`config.mk`:
```
export PLATFORM = sky130hd
export DESIGN_NAME = iscd_slave_ctrl
export DESIGN_NICKNAME = d
export VERILOG_FILES = /design/src/rtl/iscd_pkg.sv /design/src/rtl/iscd_scl_div.sv /design/src/rtl/iscd_slave_ctrl.sv
export SDC_FILE = /design/constraint.sdc
export NUM_CORES = 1
export LEC_CHECK = 0
export ABC_AREA = 1
export BUFFER_PORTS_ARGS = -buffer_cell sky130_fd_sc_hd__buf_2
export CAP_MARGIN = 25
export CORE_UTILIZATION = 55
export CTS_BUF_LIST = sky130_fd_sc_hd__clkbuf_16
export CTS_CLUSTER_SIZE = 8
export DETAILED_ROUTE_END_ITERATION = 8
export PLACE_DENSITY = 0.82
export SLEW_MARGIN = 20
export SYNTH_ARGS = -nofsm -noshare
export SYNTH_HDL_FRONTEND = slang
export SYNTH_SLANG_ARGS = --single-unit
```
`constraint.sdc`:
```
create_clock -name sys_clk -period 5.75 [get_ports sys_clk]
set_clock_uncertainty 0.05 [all_clocks]
set_input_delay 1.15 -clock sys_clk [delete_from_list [all_inputs] [get_ports sys_clk]]
set_output_delay 1.15 -clock sys_clk [all_outputs]
set_load 0.005 [all_outputs]
```
`src/rtl/iscd_pkg.sv`:
```
// Shared constants and types for the two-wire slave control block
package iscd_pkg;
   localparam int          REG_AW      = 32;
   localparam int          REG_DW      = 16;
   localparam logic [31:0] ADR_DIV     = 32'hFFFF08A4;
   localparam logic [31:0] ADR_SCTL    = 32'hFFFF08A8;
   localparam logic [31:0] ADR_SSTA    = 32'hFFFF08AC;
   localparam logic [31:0] ADR_ALT     = 32'hFFFF08B0;
   localparam logic [31:0] ADR_OWN     = 32'hFFFF08B4;
   localparam logic [31:0] ADR_TXD     = 32'hFFFF08B8;
   localparam logic [31:0] ADR_RXD     = 32'hFFFF08BC;
   localparam logic [31:0] ADR_IRQ_STA = 32'hFFFF08C0;
   localparam logic [31:0] ADR_IRQ_EN  = 32'hFFFF08C4;
   localparam logic [31:0] ADR_IRQ_CLR = 32'hFFFF08C8;
   localparam logic [31:0] ADR_MCTL    = 32'hFFFF08CC;
   localparam logic [15:0] DIV_RST     = 16'h1F1F;
   localparam logic [15:0] SCTL_RST    = 16'h0000;
   localparam logic [15:0] SCTL_WMASK  = 16'h07AD;
   localparam logic [7:0]  BYTE_RST    = 8'h00;
   localparam logic [6:0]  OWN_RST     = 7'h00;
   localparam int          B_TXIE      = 10;
   localparam int          B_RXIE      = 9;
   localparam int          B_SSIE      = 8;
   localparam int          B_NACK      = 7;
   localparam int          B_ETX       = 5;
   localparam int          B_GCCLR     = 4;
   localparam int          B_HGC       = 3;
   localparam int          B_GC        = 2;
   localparam int          B_SEN       = 0;
   localparam int          CLOCK_HIGH_COUNT_MSB    = 15;
   localparam int          CLOCK_HIGH_COUNT_LSB    = 8;
   localparam int          CLOCK_LOW_COUNT_MSB    = 7;
   localparam int          CLOCK_LOW_COUNT_LSB    = 0;
   localparam int          NEV         = 6;
   localparam int          EV_TXDONE   = 0;
   localparam int          EV_RX       = 1;
   localparam int          EV_STOP     = 2;
   localparam int          EV_TXREQ    = 3;
   localparam int          EV_GC       = 4;
   localparam int          EV_HGC      = 5;
   localparam int          SS_GC       = 0;
   localparam int          SS_HGC      = 1;
   localparam int          SS_ID       = 2;
   localparam int          SS_BUSY     = 3;
   localparam logic [7:0]  GC_ADDR     = 8'h00;
   localparam logic [3:0]  BYTE_BITS   = 4'h8;
   localparam logic [3:0]  LAST_BIT    = 4'h7;
   typedef enum logic [2:0] {
      ST_IDLE = 3'b000,
      ST_ADDR = 3'b001,
      ST_AACK = 3'b010,
      ST_RX   = 3'b011,
      ST_RACK = 3'b100,
      ST_TX   = 3'b101,
      ST_TACK = 3'b110
   } iscd_state_t;
endpackage : iscd_pkg

```
`src/rtl/iscd_scl_div.sv`:
```
// Serial clock generator timing high and low phases in clock cycles
`timescale 1ns/1ps
module iscd_scl_div
   import iscd_pkg::*;
#(
   parameter int CW = 8
) (
   input  wire logic          sys_clk,
   input  wire logic          sys_rst,
   input  wire logic          run,
   input  wire logic [CW-1:0] high_count,
   input  wire logic [CW-1:0] low_count,
   output logic               scl_low
);
   logic [CW-1:0] cnt_r;
   logic [CW-1:0] lim;
   logic          high_r;

   assign lim = high_r ? high_count : low_count;

   // A zero count still gives a one-cycle phase
   always_ff @(posedge sys_clk or posedge sys_rst) begin
      if (sys_rst) begin
         cnt_r  <= '0;
         high_r <= 1'b1;
      end else if (!run) begin
         cnt_r  <= '0;
         high_r <= 1'b1;
      end else if (lim == '0 || cnt_r >= lim - CW'(1)) begin
         cnt_r  <= '0;
         high_r <= ~high_r;
      end else begin
         cnt_r <= cnt_r + CW'(1);
      end
   end

   assign scl_low = ~high_r;
endmodule : iscd_scl_div

```
`src/rtl/iscd_slave_ctrl.sv`:
```
// Two-wire slave control, clock divider and register file
// Overview of operation
// - Serial clock high phase length comes from divider bits 15:8.
// - Serial clock low phase length comes from divider bits 7:0.
// - Slave transmit byte done raises interrupt only when bit 10 set.
// - Slave receive data raises interrupt only when bit 9 set.
// - Stop condition detection raises interrupt only when bit 8 set.
// - Force not-acknowledge bit makes the slave refuse every address and data byte while it is set.
// - Early bit moves transmit request from falling to rising edge of read bit.
// - Writing one to general call clear wipes general call status and ID.
// - Both general call enables: match first data byte against alternate address.
// - General call enable lets slave acknowledge address 0x00, else ignored.
// - Slave works on the bus only while slave enable is set.
`timescale 1ns/1ps
module iscd_slave_ctrl
   import iscd_pkg::*;
(
   input  wire logic              sys_clk,
   input  wire logic              sys_rst,
   input  wire logic [REG_AW-1:0] reg_addr,
   input  wire logic [REG_DW-1:0] reg_wdata,
   input  wire logic              reg_wr,
   input  wire logic              reg_rd,
   output logic [REG_DW-1:0]      reg_rdata,
   output logic                   irq,
   input  wire logic              scl_i,
   output logic                   scl_o,
   output logic                   scl_oe,
   input  wire logic              sda_i,
   output logic                   sda_o,
   output logic                   sda_oe
);
   logic [15:0]    div_r;
   logic [15:0]    sctl_r;
   logic [7:0]     alt_r;
   logic [6:0]     own_r;
   logic [7:0]     txd_r;
   logic [7:0]     rxd_r;
   logic [NEV-1:0] irq_sta_r;
   logic [NEV-1:0] irq_en_r;
   logic           mctl_r;
   logic           gc_r;
   logic           hgc_r;
   logic           id_r;
   logic           busy_r;
   logic [15:0]    rdata_r;
   logic [2:0]     scl_sy_r;
   logic [2:0]     sda_sy_r;
   iscd_state_t    st_r;
   logic [3:0]     bit_r;
   logic [7:0]     sh_r;
   logic           rw_r;
   logic           mnak_r;
   logic           gct_r;
   logic           sda_drv_r;

   logic           scl_rise;
   logic           scl_fall;
   logic           start_det;
   logic           stop_det;
   logic           sen;
   logic           run;
   logic           nack;
   logic           gc_hit;
   logic           own_hit;
   logic           addr_ok;
   logic           byte_end;
   logic           ev_txdone;
   logic           ev_rx;
   logic           ev_stop;
   logic           ev_txreq;
   logic           ev_gc;
   logic           ev_hgc;
   logic           gc_clr;
   logic [NEV-1:0] sta_set;
   logic [15:0]    rd_mux;

   function automatic logic wr_at(input logic [31:0] a);
      return reg_wr && reg_addr == a;
   endfunction : wr_at

   // Pins cross into the clock domain through two flops first
   always_ff @(posedge sys_clk or posedge sys_rst) begin
      if (sys_rst) begin
         scl_sy_r <= 3'h7;
         sda_sy_r <= 3'h7;
      end else begin
         scl_sy_r <= {scl_sy_r[1:0], scl_i};
         sda_sy_r <= {sda_sy_r[1:0], sda_i};
      end
   end

   assign scl_rise  = scl_sy_r[1] & ~scl_sy_r[2];
   assign scl_fall  = ~scl_sy_r[1] & scl_sy_r[2];
   assign start_det = scl_sy_r[1] & scl_sy_r[2] & sda_sy_r[2] & ~sda_sy_r[1];
   assign stop_det  = scl_sy_r[1] & scl_sy_r[2] & ~sda_sy_r[2] & sda_sy_r[1];

   assign sen      = sctl_r[B_SEN];
   assign nack     = sctl_r[B_NACK];
   assign run      = sen & ~start_det & ~stop_det;
   assign gc_hit   = sctl_r[B_GC] && sh_r == GC_ADDR;
   assign own_hit  = sh_r[7:1] == own_r;
   assign addr_ok  = (own_hit | gc_hit) & ~nack;
   assign byte_end = scl_fall && bit_r == BYTE_BITS;

   // Slave bit engine: sample on rising clock, change data on falling
   always_ff @(posedge sys_clk or posedge sys_rst) begin
      if (sys_rst) begin
         st_r      <= ST_IDLE;
         bit_r     <= 4'h0;
         sh_r      <= 8'h00;
         rw_r      <= 1'b0;
         mnak_r    <= 1'b0;
         gct_r     <= 1'b0;
         sda_drv_r <= 1'b0;
      end else if (!sen || stop_det) begin
         st_r      <= ST_IDLE;
         sda_drv_r <= 1'b0;
      end else if (start_det) begin
         st_r      <= ST_ADDR;
         bit_r     <= 4'h0;
         sda_drv_r <= 1'b0;
      end else begin
         case (st_r)
            ST_ADDR: begin
               if (scl_rise) begin
                  sh_r  <= {sh_r[6:0], sda_sy_r[2]};
                  bit_r <= bit_r + 4'h1;
               end else if (byte_end) begin
                  bit_r <= 4'h0;
                  if (addr_ok) begin
                     st_r      <= ST_AACK;
                     sda_drv_r <= 1'b1;
                     rw_r      <= sh_r[0];
                     gct_r     <= gc_hit;
                  end else begin
                     // Unclaimed or refused: leave the bus alone until next start
                     st_r <= ST_IDLE;
                  end
               end
            end
            ST_AACK: begin
               if (scl_fall) begin
                  bit_r <= 4'h0;
                  if (rw_r) begin
                     st_r      <= ST_TX;
                     sh_r      <= txd_r;
                     sda_drv_r <= ~txd_r[7];
                  end else begin
                     st_r      <= ST_RX;
                     sda_drv_r <= 1'b0;
                  end
               end
            end
            ST_RX: begin
               if (scl_rise) begin
                  sh_r  <= {sh_r[6:0], sda_sy_r[2]};
                  bit_r <= bit_r + 4'h1;
               end else if (byte_end) begin
                  st_r      <= ST_RACK;
                  bit_r     <= 4'h0;
                  sda_drv_r <= ~nack;
               end
            end
            ST_RACK: begin
               if (scl_fall) begin
                  st_r      <= ST_RX;
                  sda_drv_r <= 1'b0;
                  gct_r     <= 1'b0;
               end
            end
            ST_TX: begin
               if (scl_fall) begin
                  if (bit_r == LAST_BIT) begin
                     st_r      <= ST_TACK;
                     sda_drv_r <= 1'b0;
                     bit_r     <= 4'h0;
                  end else begin
                     sh_r      <= {sh_r[6:0], 1'b0};
                     sda_drv_r <= ~sh_r[6];
                     bit_r     <= bit_r + 4'h1;
                  end
               end
            end
            ST_TACK: begin
               if (scl_rise) begin
                  mnak_r <= sda_sy_r[2];
               end else if (scl_fall) begin
                  if (mnak_r) begin
                     st_r <= ST_IDLE;
                  end else begin
                     st_r      <= ST_TX;
                     sh_r      <= txd_r;
                     sda_drv_r <= ~txd_r[7];
                  end
               end
            end
            default: begin
               st_r      <= ST_IDLE;
               sda_drv_r <= 1'b0;
            end
         endcase
      end
   end

   assign sda_o  = 1'b0;
   assign sda_oe = sda_drv_r;

   // Bus events, each a single-cycle pulse
   assign ev_rx     = run && st_r == ST_RX && byte_end;
   assign ev_txdone = run && st_r == ST_TX && scl_fall && bit_r == LAST_BIT;
   assign ev_stop   = stop_det & sen & busy_r;
   assign ev_gc     = run && st_r == ST_ADDR && byte_end && addr_ok && gc_hit;
   assign ev_hgc    = ev_rx && gct_r && sctl_r[B_HGC] && sctl_r[B_GC] && sh_r == alt_r;
   always_comb begin
      ev_txreq = 1'b0;
      if (sctl_r[B_ETX]) begin
         // Early: on the rising edge that samples a read bit
         ev_txreq = run && st_r == ST_ADDR && scl_rise && bit_r == LAST_BIT && sda_sy_r[2]
                    && sh_r[6:0] == own_r && !nack;
      end else begin
         ev_txreq = run && st_r == ST_ADDR && byte_end && sh_r[0] && own_hit && !nack;
      end
      if (run && st_r == ST_TACK && scl_fall && !mnak_r) begin
         ev_txreq = 1'b1;
      end
   end

   // Stop, receive and transmit-done sources are gated by the slave control enables before they stick
   assign sta_set = {ev_hgc, ev_gc, ev_txreq, ev_stop & sctl_r[B_SSIE],
                     ev_rx & sctl_r[B_RXIE],
                     ev_txdone & sctl_r[B_TXIE]};

   // Sticky interrupt status; an event in the clearing cycle survives
   always_ff @(posedge sys_clk or posedge sys_rst) begin
      if (sys_rst) begin
         irq_sta_r <= '0;
      end else begin
         irq_sta_r <= (irq_sta_r & ~(wr_at(ADR_IRQ_CLR) ? reg_wdata[NEV-1:0] : '0)) | sta_set;
      end
   end

   assign irq = |(irq_sta_r & irq_en_r);

   // Clear bit is a self-clearing action, never stored; strobe read directly so it drops with reg_wr
   assign gc_clr = reg_wr && reg_addr == ADR_SCTL && reg_wdata[B_GCCLR];

   // Slave status flags; set wins over the clear bit
   always_ff @(posedge sys_clk or posedge sys_rst) begin
      if (sys_rst) begin
         gc_r   <= 1'b0;
         hgc_r  <= 1'b0;
         id_r   <= 1'b0;
         busy_r <= 1'b0;
      end else begin
         gc_r  <= ev_gc | (gc_r & ~gc_clr);
         hgc_r <= ev_hgc | (hgc_r & ~gc_clr);
         id_r  <= (run && st_r == ST_ADDR && byte_end && addr_ok && own_hit) | (id_r & ~gc_clr);
         if (stop_det || !sen) begin
            busy_r <= 1'b0;
         end else if (run && st_r == ST_ADDR && byte_end && addr_ok) begin
            busy_r <= 1'b1;
         end
      end
   end

   // Software registers
   always_ff @(posedge sys_clk or posedge sys_rst) begin
      if (sys_rst) begin
         div_r    <= DIV_RST;
         sctl_r   <= SCTL_RST;
         alt_r    <= BYTE_RST;
         own_r    <= OWN_RST;
         txd_r    <= BYTE_RST;
         irq_en_r <= '0;
         mctl_r   <= 1'b0;
      end else begin
         if (wr_at(ADR_DIV)) begin
            div_r <= reg_wdata;
         end
         if (wr_at(ADR_SCTL)) begin
            // Reserved bits and the clear action are not stored
            sctl_r <= reg_wdata & SCTL_WMASK;
         end
         if (wr_at(ADR_ALT)) begin
            alt_r <= reg_wdata[7:0];
         end
         if (wr_at(ADR_OWN)) begin
            own_r <= reg_wdata[6:0];
         end
         if (wr_at(ADR_TXD)) begin
            txd_r <= reg_wdata[7:0];
         end
         if (wr_at(ADR_IRQ_EN)) begin
            irq_en_r <= reg_wdata[NEV-1:0];
         end
         if (wr_at(ADR_MCTL)) begin
            mctl_r <= reg_wdata[0];
         end
      end
   end

   always_ff @(posedge sys_clk or posedge sys_rst) begin
      if (sys_rst) begin
         rxd_r <= BYTE_RST;
      end else if (ev_rx) begin
         rxd_r <= sh_r;
      end
   end

   always_comb begin
      rd_mux = 16'h0000;
      case (reg_addr)
         ADR_DIV:     rd_mux = div_r;
         ADR_SCTL:    rd_mux = sctl_r;
         ADR_SSTA:    begin
            rd_mux[SS_GC]   = gc_r;
            rd_mux[SS_HGC]  = hgc_r;
            rd_mux[SS_ID]   = id_r;
            rd_mux[SS_BUSY] = busy_r;
         end
         ADR_ALT:     rd_mux = {8'h00, alt_r};
         ADR_OWN:     rd_mux = {9'h000, own_r};
         ADR_TXD:     rd_mux = {8'h00, txd_r};
         ADR_RXD:     rd_mux = {8'h00, rxd_r};
         ADR_IRQ_STA: rd_mux[NEV-1:0] = irq_sta_r;
         ADR_IRQ_EN:  rd_mux[NEV-1:0] = irq_en_r;
         ADR_MCTL:    rd_mux[0] = mctl_r;
         default:     rd_mux = 16'h0000;
      endcase
   end

   // Read data stands only in the cycle after the strobe
   always_ff @(posedge sys_clk or posedge sys_rst) begin
      if (sys_rst) begin
         rdata_r <= 16'h0000;
      end else begin
         rdata_r <= reg_rd ? rd_mux : 16'h0000;
      end
   end

   assign reg_rdata = rdata_r;

   iscd_scl_div #(
      .CW (8)
   ) u_div (
      .sys_clk    (sys_clk),
      .sys_rst    (sys_rst),
      .run        (mctl_r),
      .high_count (div_r[CLOCK_HIGH_COUNT_MSB:CLOCK_HIGH_COUNT_LSB]),
      .low_count  (div_r[CLOCK_LOW_COUNT_MSB:CLOCK_LOW_COUNT_LSB]),
      .scl_low    (scl_oe)
   );

   assign scl_o = 1'b0;
endmodule : iscd_slave_ctrl

```
-- After elaboration in Yosys (flattened, before gate mapping)
Index checks and enable logic that the tools add are counted.
- register bits: 122
- input bits: 54
- add/sub/neg operators: 3
- magnitude comparators: 1
- eq/ne operators: 50
- multiplexer cells: 67
- bitwise gates (word level): 39
- reductions and logical operators: 56
- operator list (cell ; count):
    32-bit == test, second input constant ; 11
    8-bit two-way mux ; 11
    10-bit case mux with 6 select lines ; 1
    3-bit two-way mux ; 14
    1-bit logical AND ; 36
    4-bit by 3-bit != test with 1-bit output, second input constant ; 9
    8-bit case mux with 4 select lines ; 1
    3-bit case mux with 9 select lines ; 1
    1-bit two-way mux ; 24
    4-bit two-way mux ; 6
    2-bit != test, second input constant ; 11
    11-bit AND reduction ; 2
    1-bit AND ; 18
    3-bit case mux with 6 select lines ; 1
    8-bit logical NOT ; 2
    16-bit two-way mux ; 1
    2-bit case mux with 8 select lines ; 1
    7-bit == test ; 2
    1-bit NOT ; 13
    6-bit AND ; 2
    4-bit case mux with 3 select lines ; 1
    1-bit case mux with 10 select lines ; 1
    10-bit AND reduction ; 1
    3-bit == test, second input constant ; 3
    other kinds (31) ; 43

-- Depth between registers and ports, before layout
Gate-level depths: netlist of the first run.
- depth after elaboration: 15
- gate-level depth with buffers: 17

-- Modules after synthesis
Synthesis of the first run repeated with hierarchy kept, for this count alone.
- cell total of the unflattened synthesis: 900
- area, all modules: 6932.9 um^2
- modules (own cells, without submodules) (module ; instances ; cells an instance ; area each (um^2)):
    iscd_slave_ctrl ; 1 ; 765 ; 5989.5
    iscd_scl_div ; 1 ; 135 ; 943.4

-- Worst setup path before layout of the first run
OpenSTA, ideal clock, no wires.
- path type: reg-to-reg
- start point: register u_div.high_r
- end point: register u_div.cnt_r[5]
- arrival: 2.705 ns
- required time: 5.614 ns
- slack: 2.909 ns
- cell stages (with the launch flop): 16
- path buffers: 1
- cells stage by stage: dfstp_2 -> buf_2 -> nand2_1 -> o21ai_0 -> ha_1 -> nand3_1 -> nand3b_1 -> xnor2_1 -> ha_1 -> nand2_1 -> nor2_1 -> a211oi_1 -> nand3_1 -> nor2_1 -> nand2_1 -> nor3_1
- word-level cells in the longest chain between the ends: 6
- RTL lines (what ; line ; text):
    start, declared ; iscd_scl_div.sv:17 ; logic high_r;
    start signal, assigned ; iscd_scl_div.sv:31 ; high_r <= ~high_r;
    8-bit two-way mux (*) ; iscd_scl_div.sv:19 ; assign lim = high_r ? high_count : low_count;
    8-bit by 1-bit subtractor with 8-bit output ; iscd_scl_div.sv:29 ; end else if (lim == '0 || cnt_r >= lim - CW'(1)) begin
    8-bit greater-or-equal comparator ; iscd_scl_div.sv:29 ;
    1-bit logical OR (*) ; iscd_scl_div.sv:29 ;
    8-bit two-way mux (*) ; iscd_scl_div.sv:29 ;
    8-bit two-way mux (*) ; iscd_scl_div.sv:26 ; end else if (!run) begin
    end signal, assigned ; iscd_scl_div.sv:33 ; cnt_r <= cnt_r + CW'(1);
    end, declared ; iscd_scl_div.sv:15 ; logic [CW-1:0] cnt_r;
Mark *: on every way between the ends. The rest lies on a longest branch, timed or not.
A chain may end at the register's enable or synchronous reset.

-- Worst setup path after layout of the first run
Ends and elaborated chain as after synthesis.

==> results.sh, run 1 <==
export IMPL_run_status="completed"
export IMPL_path_class="flop to flop"
export IMPL_synth_cells=892
export IMPL_reg2reg_to="u_div.cnt_r[5]"
export IMPL_numPortBuffers=72
export IMPL_detail_route_antenna_nets=0
export IMPL_first_iter_violations=680
export IMPL_initial_standard_cell_utilization_of_the_core=0.566
export IMPL_cp_cell_sequence="inv_1, o21ai_0, nand3_1, nand3b_1, xnor2_1, ha_1, a21oi_1, nor2_1, a211oi_1, nand3_1, nor2_1, nand2_1, nor3_1"
export IMPL_slowest_delay_ps=670
export IMPL_post_syn_area_mm2=0.00680
export IMPL_worstPathArrival_ps=3740
export IMPL_globalRouteOverflowTotal=0
export IMPL_cts_hold_buffers=0
export IMPL_final_common_cell="nand2_1"
export IMPL_flow_area_growth_from_synthesis_pct=15.0
export IMPL_cts_resized_gates=0
export IMPL_timing_final_setup_violations=0
export IMPL_finalNetCount=1033
export IMPL_clk_insertion_delay_late_ps=420
export IMPL_worst_r2r_setup_slack_ps=2290
export IMPL_timing_final_crit_share=0.602
export IMPL_ios=75
export IMPL_required_time_of_the_critical_path_ps=6030
export IMPL_clock_tree_root_cell="clkbuf_16"
export IMPL_post_cts_setup_buffers=0
export IMPL_worst_path_max_fanout=16
export IMPL_synth_lib_cells_used_distinct=49
export IMPL_worst_ir_drop_vdd_uv=256
export IMPL_rsz0062_at_grt="no"
export IMPL_place_area_mm2=0.00726
export IMPL_critPathLaunchType="flop"
export IMPL_synth_edff_count=0
export IMPL_max_clock_path_buffers=2
export IMPL_yosys_warning_count=0
export IMPL_relative_slew_slack=0.426
export IMPL_grt_first_pass_wirelength_mm=30.3
export IMPL_achievable_frequency_ghz=0.289
export IMPL_finalInstanceArea_mm2=0.00782
export IMPL_netlist_top_cells_area="dfrtp_1 39%, nand2_1 14%, o21ai_0 7.4%"
export IMPL_worst_hold_path_endpoint="scl_sy_r[1]"
export IMPL_drive_above_1_share=0.161
export IMPL_dr_total_vias=6332
export IMPL_first_pass_iters=5
export IMPL_cp_slowest_cell="dfstp_2"
export IMPL_gp_congestion=0.961
export IMPL_synthFlopType="dfrtp_1"
export IMPL_netlist_area_leader_share=0.386
export IMPL_die_area_mm2=0.0128
export IMPL_power_density_mw_per_mm2=247
export IMPL_report_final_slew_viol_count=0
export IMPL_die_h_um=113
export IMPL_cts_inserted_buffers=17
export IMPL_tritoncts="yes"
export IMPL_initial_antenna_violation_count=1
export IMPL_tritoncts_num_sinks=122
export IMPL_tightestPinTransition_ps=861
export IMPL_seq_area_frac_synth=0.452
export IMPL_routed_wl_mm=18.6
export IMPL_total_leakage_power_nw=3.99
export IMPL_yosysTopAreaCell="dfrtp_1"
export IMPL_grt_pass1_vias=5915
export IMPL_min_path_cells=0
export IMPL_synth_area_per_cell_um2=7.63
export IMPL_remaining_routing_drc_violations=0
export IMPL_cp_num_buf_inv=1
export IMPL_rr_worst_depth=13
export IMPL_grt_start_max_net_pins=71
export IMPL_clkTransAtPathRegs_ps=60
export IMPL_nature_of_the_critical_path_endpoint="flop"
export IMPL_asyncSetResetFlopFracSynth=1.00
export IMPL_die_width_um=113
export IMPL_hold_start="scl_sy_r[0]"
export IMPL_row_count=40
export IMPL_holdCritPathClass="flop to flop"
export IMPL_detail_route_vias_per_cell=5.62
export IMPL_cts_max_level=4
export IMPL_most_common_layout_cells="256 x nand2_1, 115 x inv_1, 105 x dfrtp_1, 101 x o21ai_0, 73 x nor2_1"
export IMPL_track_usage=0.312
export IMPL_maxCapViolCount=0
export IMPL_place_hpwl_mm=13.8
export IMPL_finalSetupTns_ps=0
export IMPL_finalCriticalPeriod_ps=3460
export IMPL_final_hold_viol_count=0
export IMPL_core_area_mm2=0.0120
export IMPL_largest_delay_contributor_family_on_the_critical_path="simple AND/OR/NAND/NOR gates"
export IMPL_route_detailed_wl_per_inst_um=16.5
export IMPL_r2r_start="u_div.high_r"
export IMPL_synth_ff_latch_count=122
report_power, final:
group	internal [W]	switching [W]
combinational	0.0000178	0.0000461
clock	0.000621	0.000378
sequential	0.000864	0.00000168
total	0.00150	0.000426
per-layer routing:
metal  up-vias  wire (um)  GRT usage  part of all wire
li1       3037          -          -                 -
met1      2942       7930      0.430              0.43
met2       300       8340      0.467              0.45
met3        53       1750     0.0782             0.094
met4         0        565      0.137             0.030
met5         -          0          0                 0
synth_stat cells (4+ instances only):
cell type and count:
clkbuf_1 7, o21ai_0 101, nor3_1 15, buf_2 8, xnor2_1 15, nand2_2 9
nand4_1 31, inv_2 4, a21oi_1 12, or2_2 4, dfstp_2 17, o22ai_1 4
nand3_1 44, o21ai_1 5, nand2_1 256, nor2_1 74, xor2_1 7, nand3_2 4
dfrtp_1 105, ha_1 13, mux2_2 5, inv_1 111
registers in the layout, indices dropped and copies added (netlist names), 4 cells and up:
name,cells
div_r,16
sh_r,8
sctl_r,8
reg_rdata,16
txd_r,8
rxd_r,8
irq_sta_r,6
irq_en_r,6
own_r,7
alt_r,8
u_div.cnt_r,8
bit_r,4
worst reg2reg max path: cells and delay by family (launching register included):
kind / cells / cell delay, ps
AND/OR/NAND/NOR: 7 / 1240
AO/OA/AOI/OAI: 3 / 800
flip-flops: 1 / 670
adder cells (fa/ha/maj): 1 / 300
XOR/XNOR: 1 / 160
buffers and inverters: 1 / 130
worst max path at each step:
| stage | startpoint | endpoint | cells past startpoint |
|---|---|---|---|
| 2_1_floorplan | sys_rst | alt_r[0] | 1 |
| 3_3_place_gp | reg_addr[17] | sctl_r[9] | 10 |
| 3_5_place_dp | reg_addr[17] | sctl_r[2] | 9 |
| 4_1_cts | u_div.high_r | u_div.cnt_r[5] | 13 |
| 5_1_grt | u_div.high_r | u_div.cnt_r[5] | 13 |
| 6_report | u_div.high_r | u_div.cnt_r[5] | 13 |
cell families after synthesis:
group / share of synthesized area
adders and majority gates: 0.0239
DFF: 0.452
xor gates and xnor gates: 0.0283
and+or+nand+nor: 0.298
muxes: 0.00827
buffers and inverters: 0.0796
other: 0.000551
AOI/OAI and AO/OA: 0.109
cell type report:
cell class | instances | area, um2
Sequential cell | 122 | 3070
Multi-Input combinational cell | 635 | 3200
Antenna cell | 1 | 2.50
Clock inverter | 15 | 124
Timing Repair Buffer | 73 | 368
Tap cell | 147 | 184
Clock buffer | 17 | 425
Inverter | 117 | 444
Fill cell | 1020 | 4190
per-stage QoR:
stage,cells,total power (W),utilization,setup slack (ps),hold slack (ps)
3_5_place_dp,1094,0.000943,0.605,2290,297
5_1_grt,1126,0.00198,0.651,1890,306
4_1_cts,1126,0.00193,0.651,2330,305
2_1_floorplan,893,0.000911,-,1340,295
6_report,1127,0.00193,0.651,2290,303
3_3_place_gp,1094,0.000943,0.605,2290,297
(Power assumes the default switching activity.)
==> run 2, diff against run 1 <==
ABC_AREA = 0   (was 1)
CORE_UTILIZATION = 54   (was 55)
PLACE_DENSITY = 0.83   (was 0.82)
clock period = 3.03 ns   (was 5.75 ns; I/O delays follow)
==> run 2 against run 1 <==
Compared with the run above:
- core utilization is 1.7 points higher
- sequential share of layout area is 1.5 points lower
- clock-buffer cell count stayed put
- maximum frequency is 16% higher
- final cell count is 23% lower
- worst hold slack worse by 80 ps
- die area is 2.3% higher
- critical path type unchanged
- critical endpoint unchanged
- largest power group unchanged
==> results.sh, run 2 <==
export IMPL_run_status="completed"
export IMPL_tightestPinTransition_ps=736
export IMPL_timing_final_crit_share=0.988
export IMPL_netlist_area_leader_share=0.384
export IMPL_tritoncts="yes"
export IMPL_clk_insertion_delay_late_ps=430
export IMPL_place_hpwl_mm=12.5
export IMPL_antenna_diode_count=0
export IMPL_post_syn_area_mm2=0.00684
export IMPL_finalSetupTns_ps=0
export IMPL_gp_congestion=0.951
export IMPL_detail_route_antenna_nets=0
export IMPL_synth_ff_latch_count=122
export IMPL_synthMostInstantiatedCell="dfrtp_1"
export IMPL_post_place_ws_ps=66.0
export IMPL_final_hold_viol_count=0
export IMPL_synth_lib_cells_used_distinct=71
export IMPL_tritoncts_num_sinks=122
export IMPL_critPathLaunchType="flop"
export IMPL_netlist_top_cells_area="dfrtp_1 38%, mux2_2 13%, dfstp_2 6.5%"
export IMPL_worst_path_max_fanout=17
export IMPL_initial_antenna_violation_count=0
export IMPL_yosys_warning_count=0
export IMPL_first_pass_iters=5
export IMPL_track_usage=0.285
export IMPL_dr_total_vias=5437
export IMPL_row_count=40
export IMPL_seq_area_frac_synth=0.450
export IMPL_die_width_um=115
export IMPL_max_clock_path_buffers=2
export IMPL_maxCapViolCount=0
export IMPL_initial_standard_cell_utilization_of_the_core=0.562
export IMPL_die_h_um=115
export IMPL_finalCriticalPeriod_ps=2990
export IMPL_first_iter_violations=504
export IMPL_synth_area_per_cell_um2=11.2
export IMPL_grt_first_pass_wirelength_mm=28.1
export IMPL_synth_top_cells_by_count="105 x dfrtp_1, 76 x mux2_2, 35 x nand2_1, 35 x nor2_1, 28 x nand3_1"
export IMPL_clock_tree_root_cell="clkbuf_16"
export IMPL_achievable_frequency_ghz=0.334
export IMPL_holdCritPathClass="input port to flop"
export IMPL_globalRouteOverflowTotal=0
export IMPL_power_w=0.00394
export IMPL_path_class="flop to flop"
export IMPL_flow_area_growth_from_synthesis_pct=18.8
export IMPL_hold_worst_slack_ps=223
export IMPL_detail_route_vias_per_cell=6.24
export IMPL_finalNetCount=758
export IMPL_drive_above_1_share=0.375
export IMPL_clkTransAtPathRegs_ps=60
export IMPL_core_area_mm2=0.0122
export IMPL_nature_of_the_critical_path_endpoint="flop"
export IMPL_grt_pass1_vias=5399
export IMPL_worstPathArrival_ps=3300
export IMPL_routed_wl_mm=18.1
export IMPL_grt_start_max_net_pins=56
export IMPL_worst_r2r_setup_slack_ps=40
export IMPL_cts_inserted_buffers=17
export IMPL_cts_max_level=4
export IMPL_ios=75
export IMPL_report_final_slew_viol_count=0
export IMPL_die_area_mm2=0.0131
export IMPL_required_time_of_the_critical_path_ps=3340
export IMPL_synth_edff_count=0
export IMPL_worst_slack_ps=36.6
export IMPL_final_common_cell="dfrtp_1"
export IMPL_power_density_mw_per_mm2=485
export IMPL_total_leakage_power_nw=3.81
export IMPL_route_detailed_wl_per_inst_um=20.8
export IMPL_asyncSetResetFlopFracSynth=1.00
export IMPL_worst_ir_drop_vdd_uv=318
export IMPL_timing_final_setup_violations=0
export IMPL_yosysTopAreaCell="dfrtp_1"
export IMPL_relative_slew_slack=0.503
export IMPL_final_core_utilization=0.668
export IMPL_most_common_layout_cells="105 x dfrtp_1, 76 x mux2_2, 72 x buf_2, 35 x nand2_1, 33 x nor2_1"
export IMPL_remaining_routing_drc_violations=0
export IMPL_numPortBuffers=72
export IMPL_synthFlopType="dfrtp_1"
export IMPL_synth_cells=611
[run 2: repair_timing]
item,4_1_cts,5_1_grt
hold buffers,0,0
endpoints found under the setup margin,0,9
buffers inserted,0,4
gates resized for setup,0,12
[run 2: path summary, 6_finish.rpt]
kind | startpoint | end | cells after the start
worst max register to register | u_div.high_r | u_div.cnt_r[5] | 13
worst max-delay path | u_div.high_r | u_div.cnt_r[5] | 13
worst min register to register | sda_sy_r[0] | sda_sy_r[1] | 0
max in group asynchronous | sys_rst | sda_sy_r[1] | 3
min in group asynchronous | sys_rst | bit_r[0] | 2
worst min-delay path | sda_i | sda_sy_r[0] | 1
[run 2: stage by stage]
step                area [um2]  cells
floorplan                 6840    612
global route              8120    872
finish                    8120    872
CTS                       8040    868
detailed placement        7420    836
global placement          7420    836
[run 2: report_power, final]
| part | total (W) | switching (W) | internal, W |
|---|---|---|---|
| Combinational | 0.000154 | 0.000101 | 0.0000529 |
| Sequential | 0.00164 | 0.00000522 | 0.00164 |
| Clock | 0.00215 | 0.000772 | 0.00137 |
[run 2: cells by family (layout without fill, tap and decap cells)]
family	Yosys count	after routing	share of synthesized area
AND/OR/NAND/NOR	197	197	0.171
flip-flops	122	122	0.450
multiplexers	107	107	0.189
AO/OA/AOI/OAI	93	93	0.0941
buffers and inverters	44	136	0.0286
XOR/XNOR	34	34	0.0436
adder cells (fa/ha/maj)	13	13	0.0238
other	1	2	0.000549
[run 2: worst max-delay path, cell delays in order (launching register included)]
cell and delay [ps]:
dfstp_2 630, buf_6 210, nor3_1 70, a21oi_1 220, nand2b_4 200, nor2_2 50, xor2_1 180, ha_1 330
a21o_1 190, a21oi_2 130, o31ai_1 80, a41o_2 290, buf_4 170, nor2_1 120
[run 2: per-layer routing]
| metal | track usage | wire length (um) | up-vias |
|---|---|---|---|
| li1 | - | - | 2414 |
| met1 | 0.358 | 7280 | 2672 |
| met3 | 0.0678 | 1310 | 79 |
| met2 | 0.453 | 8680 | 272 |
| met4 | 0.165 | 867 | 0 |
| met5 | 0 | 0 | - |
[run 2: layout make-up]
class | instances | area (um2)
tap | 168 | 210
clock inverter | 15 | 200
fill | 926 | 4040
multi-input combinational | 446 | 3620
sequential | 122 | 3070
clock buffer | 17 | 425
timing repair buffer | 94 | 554
inverter | 10 | 41.3
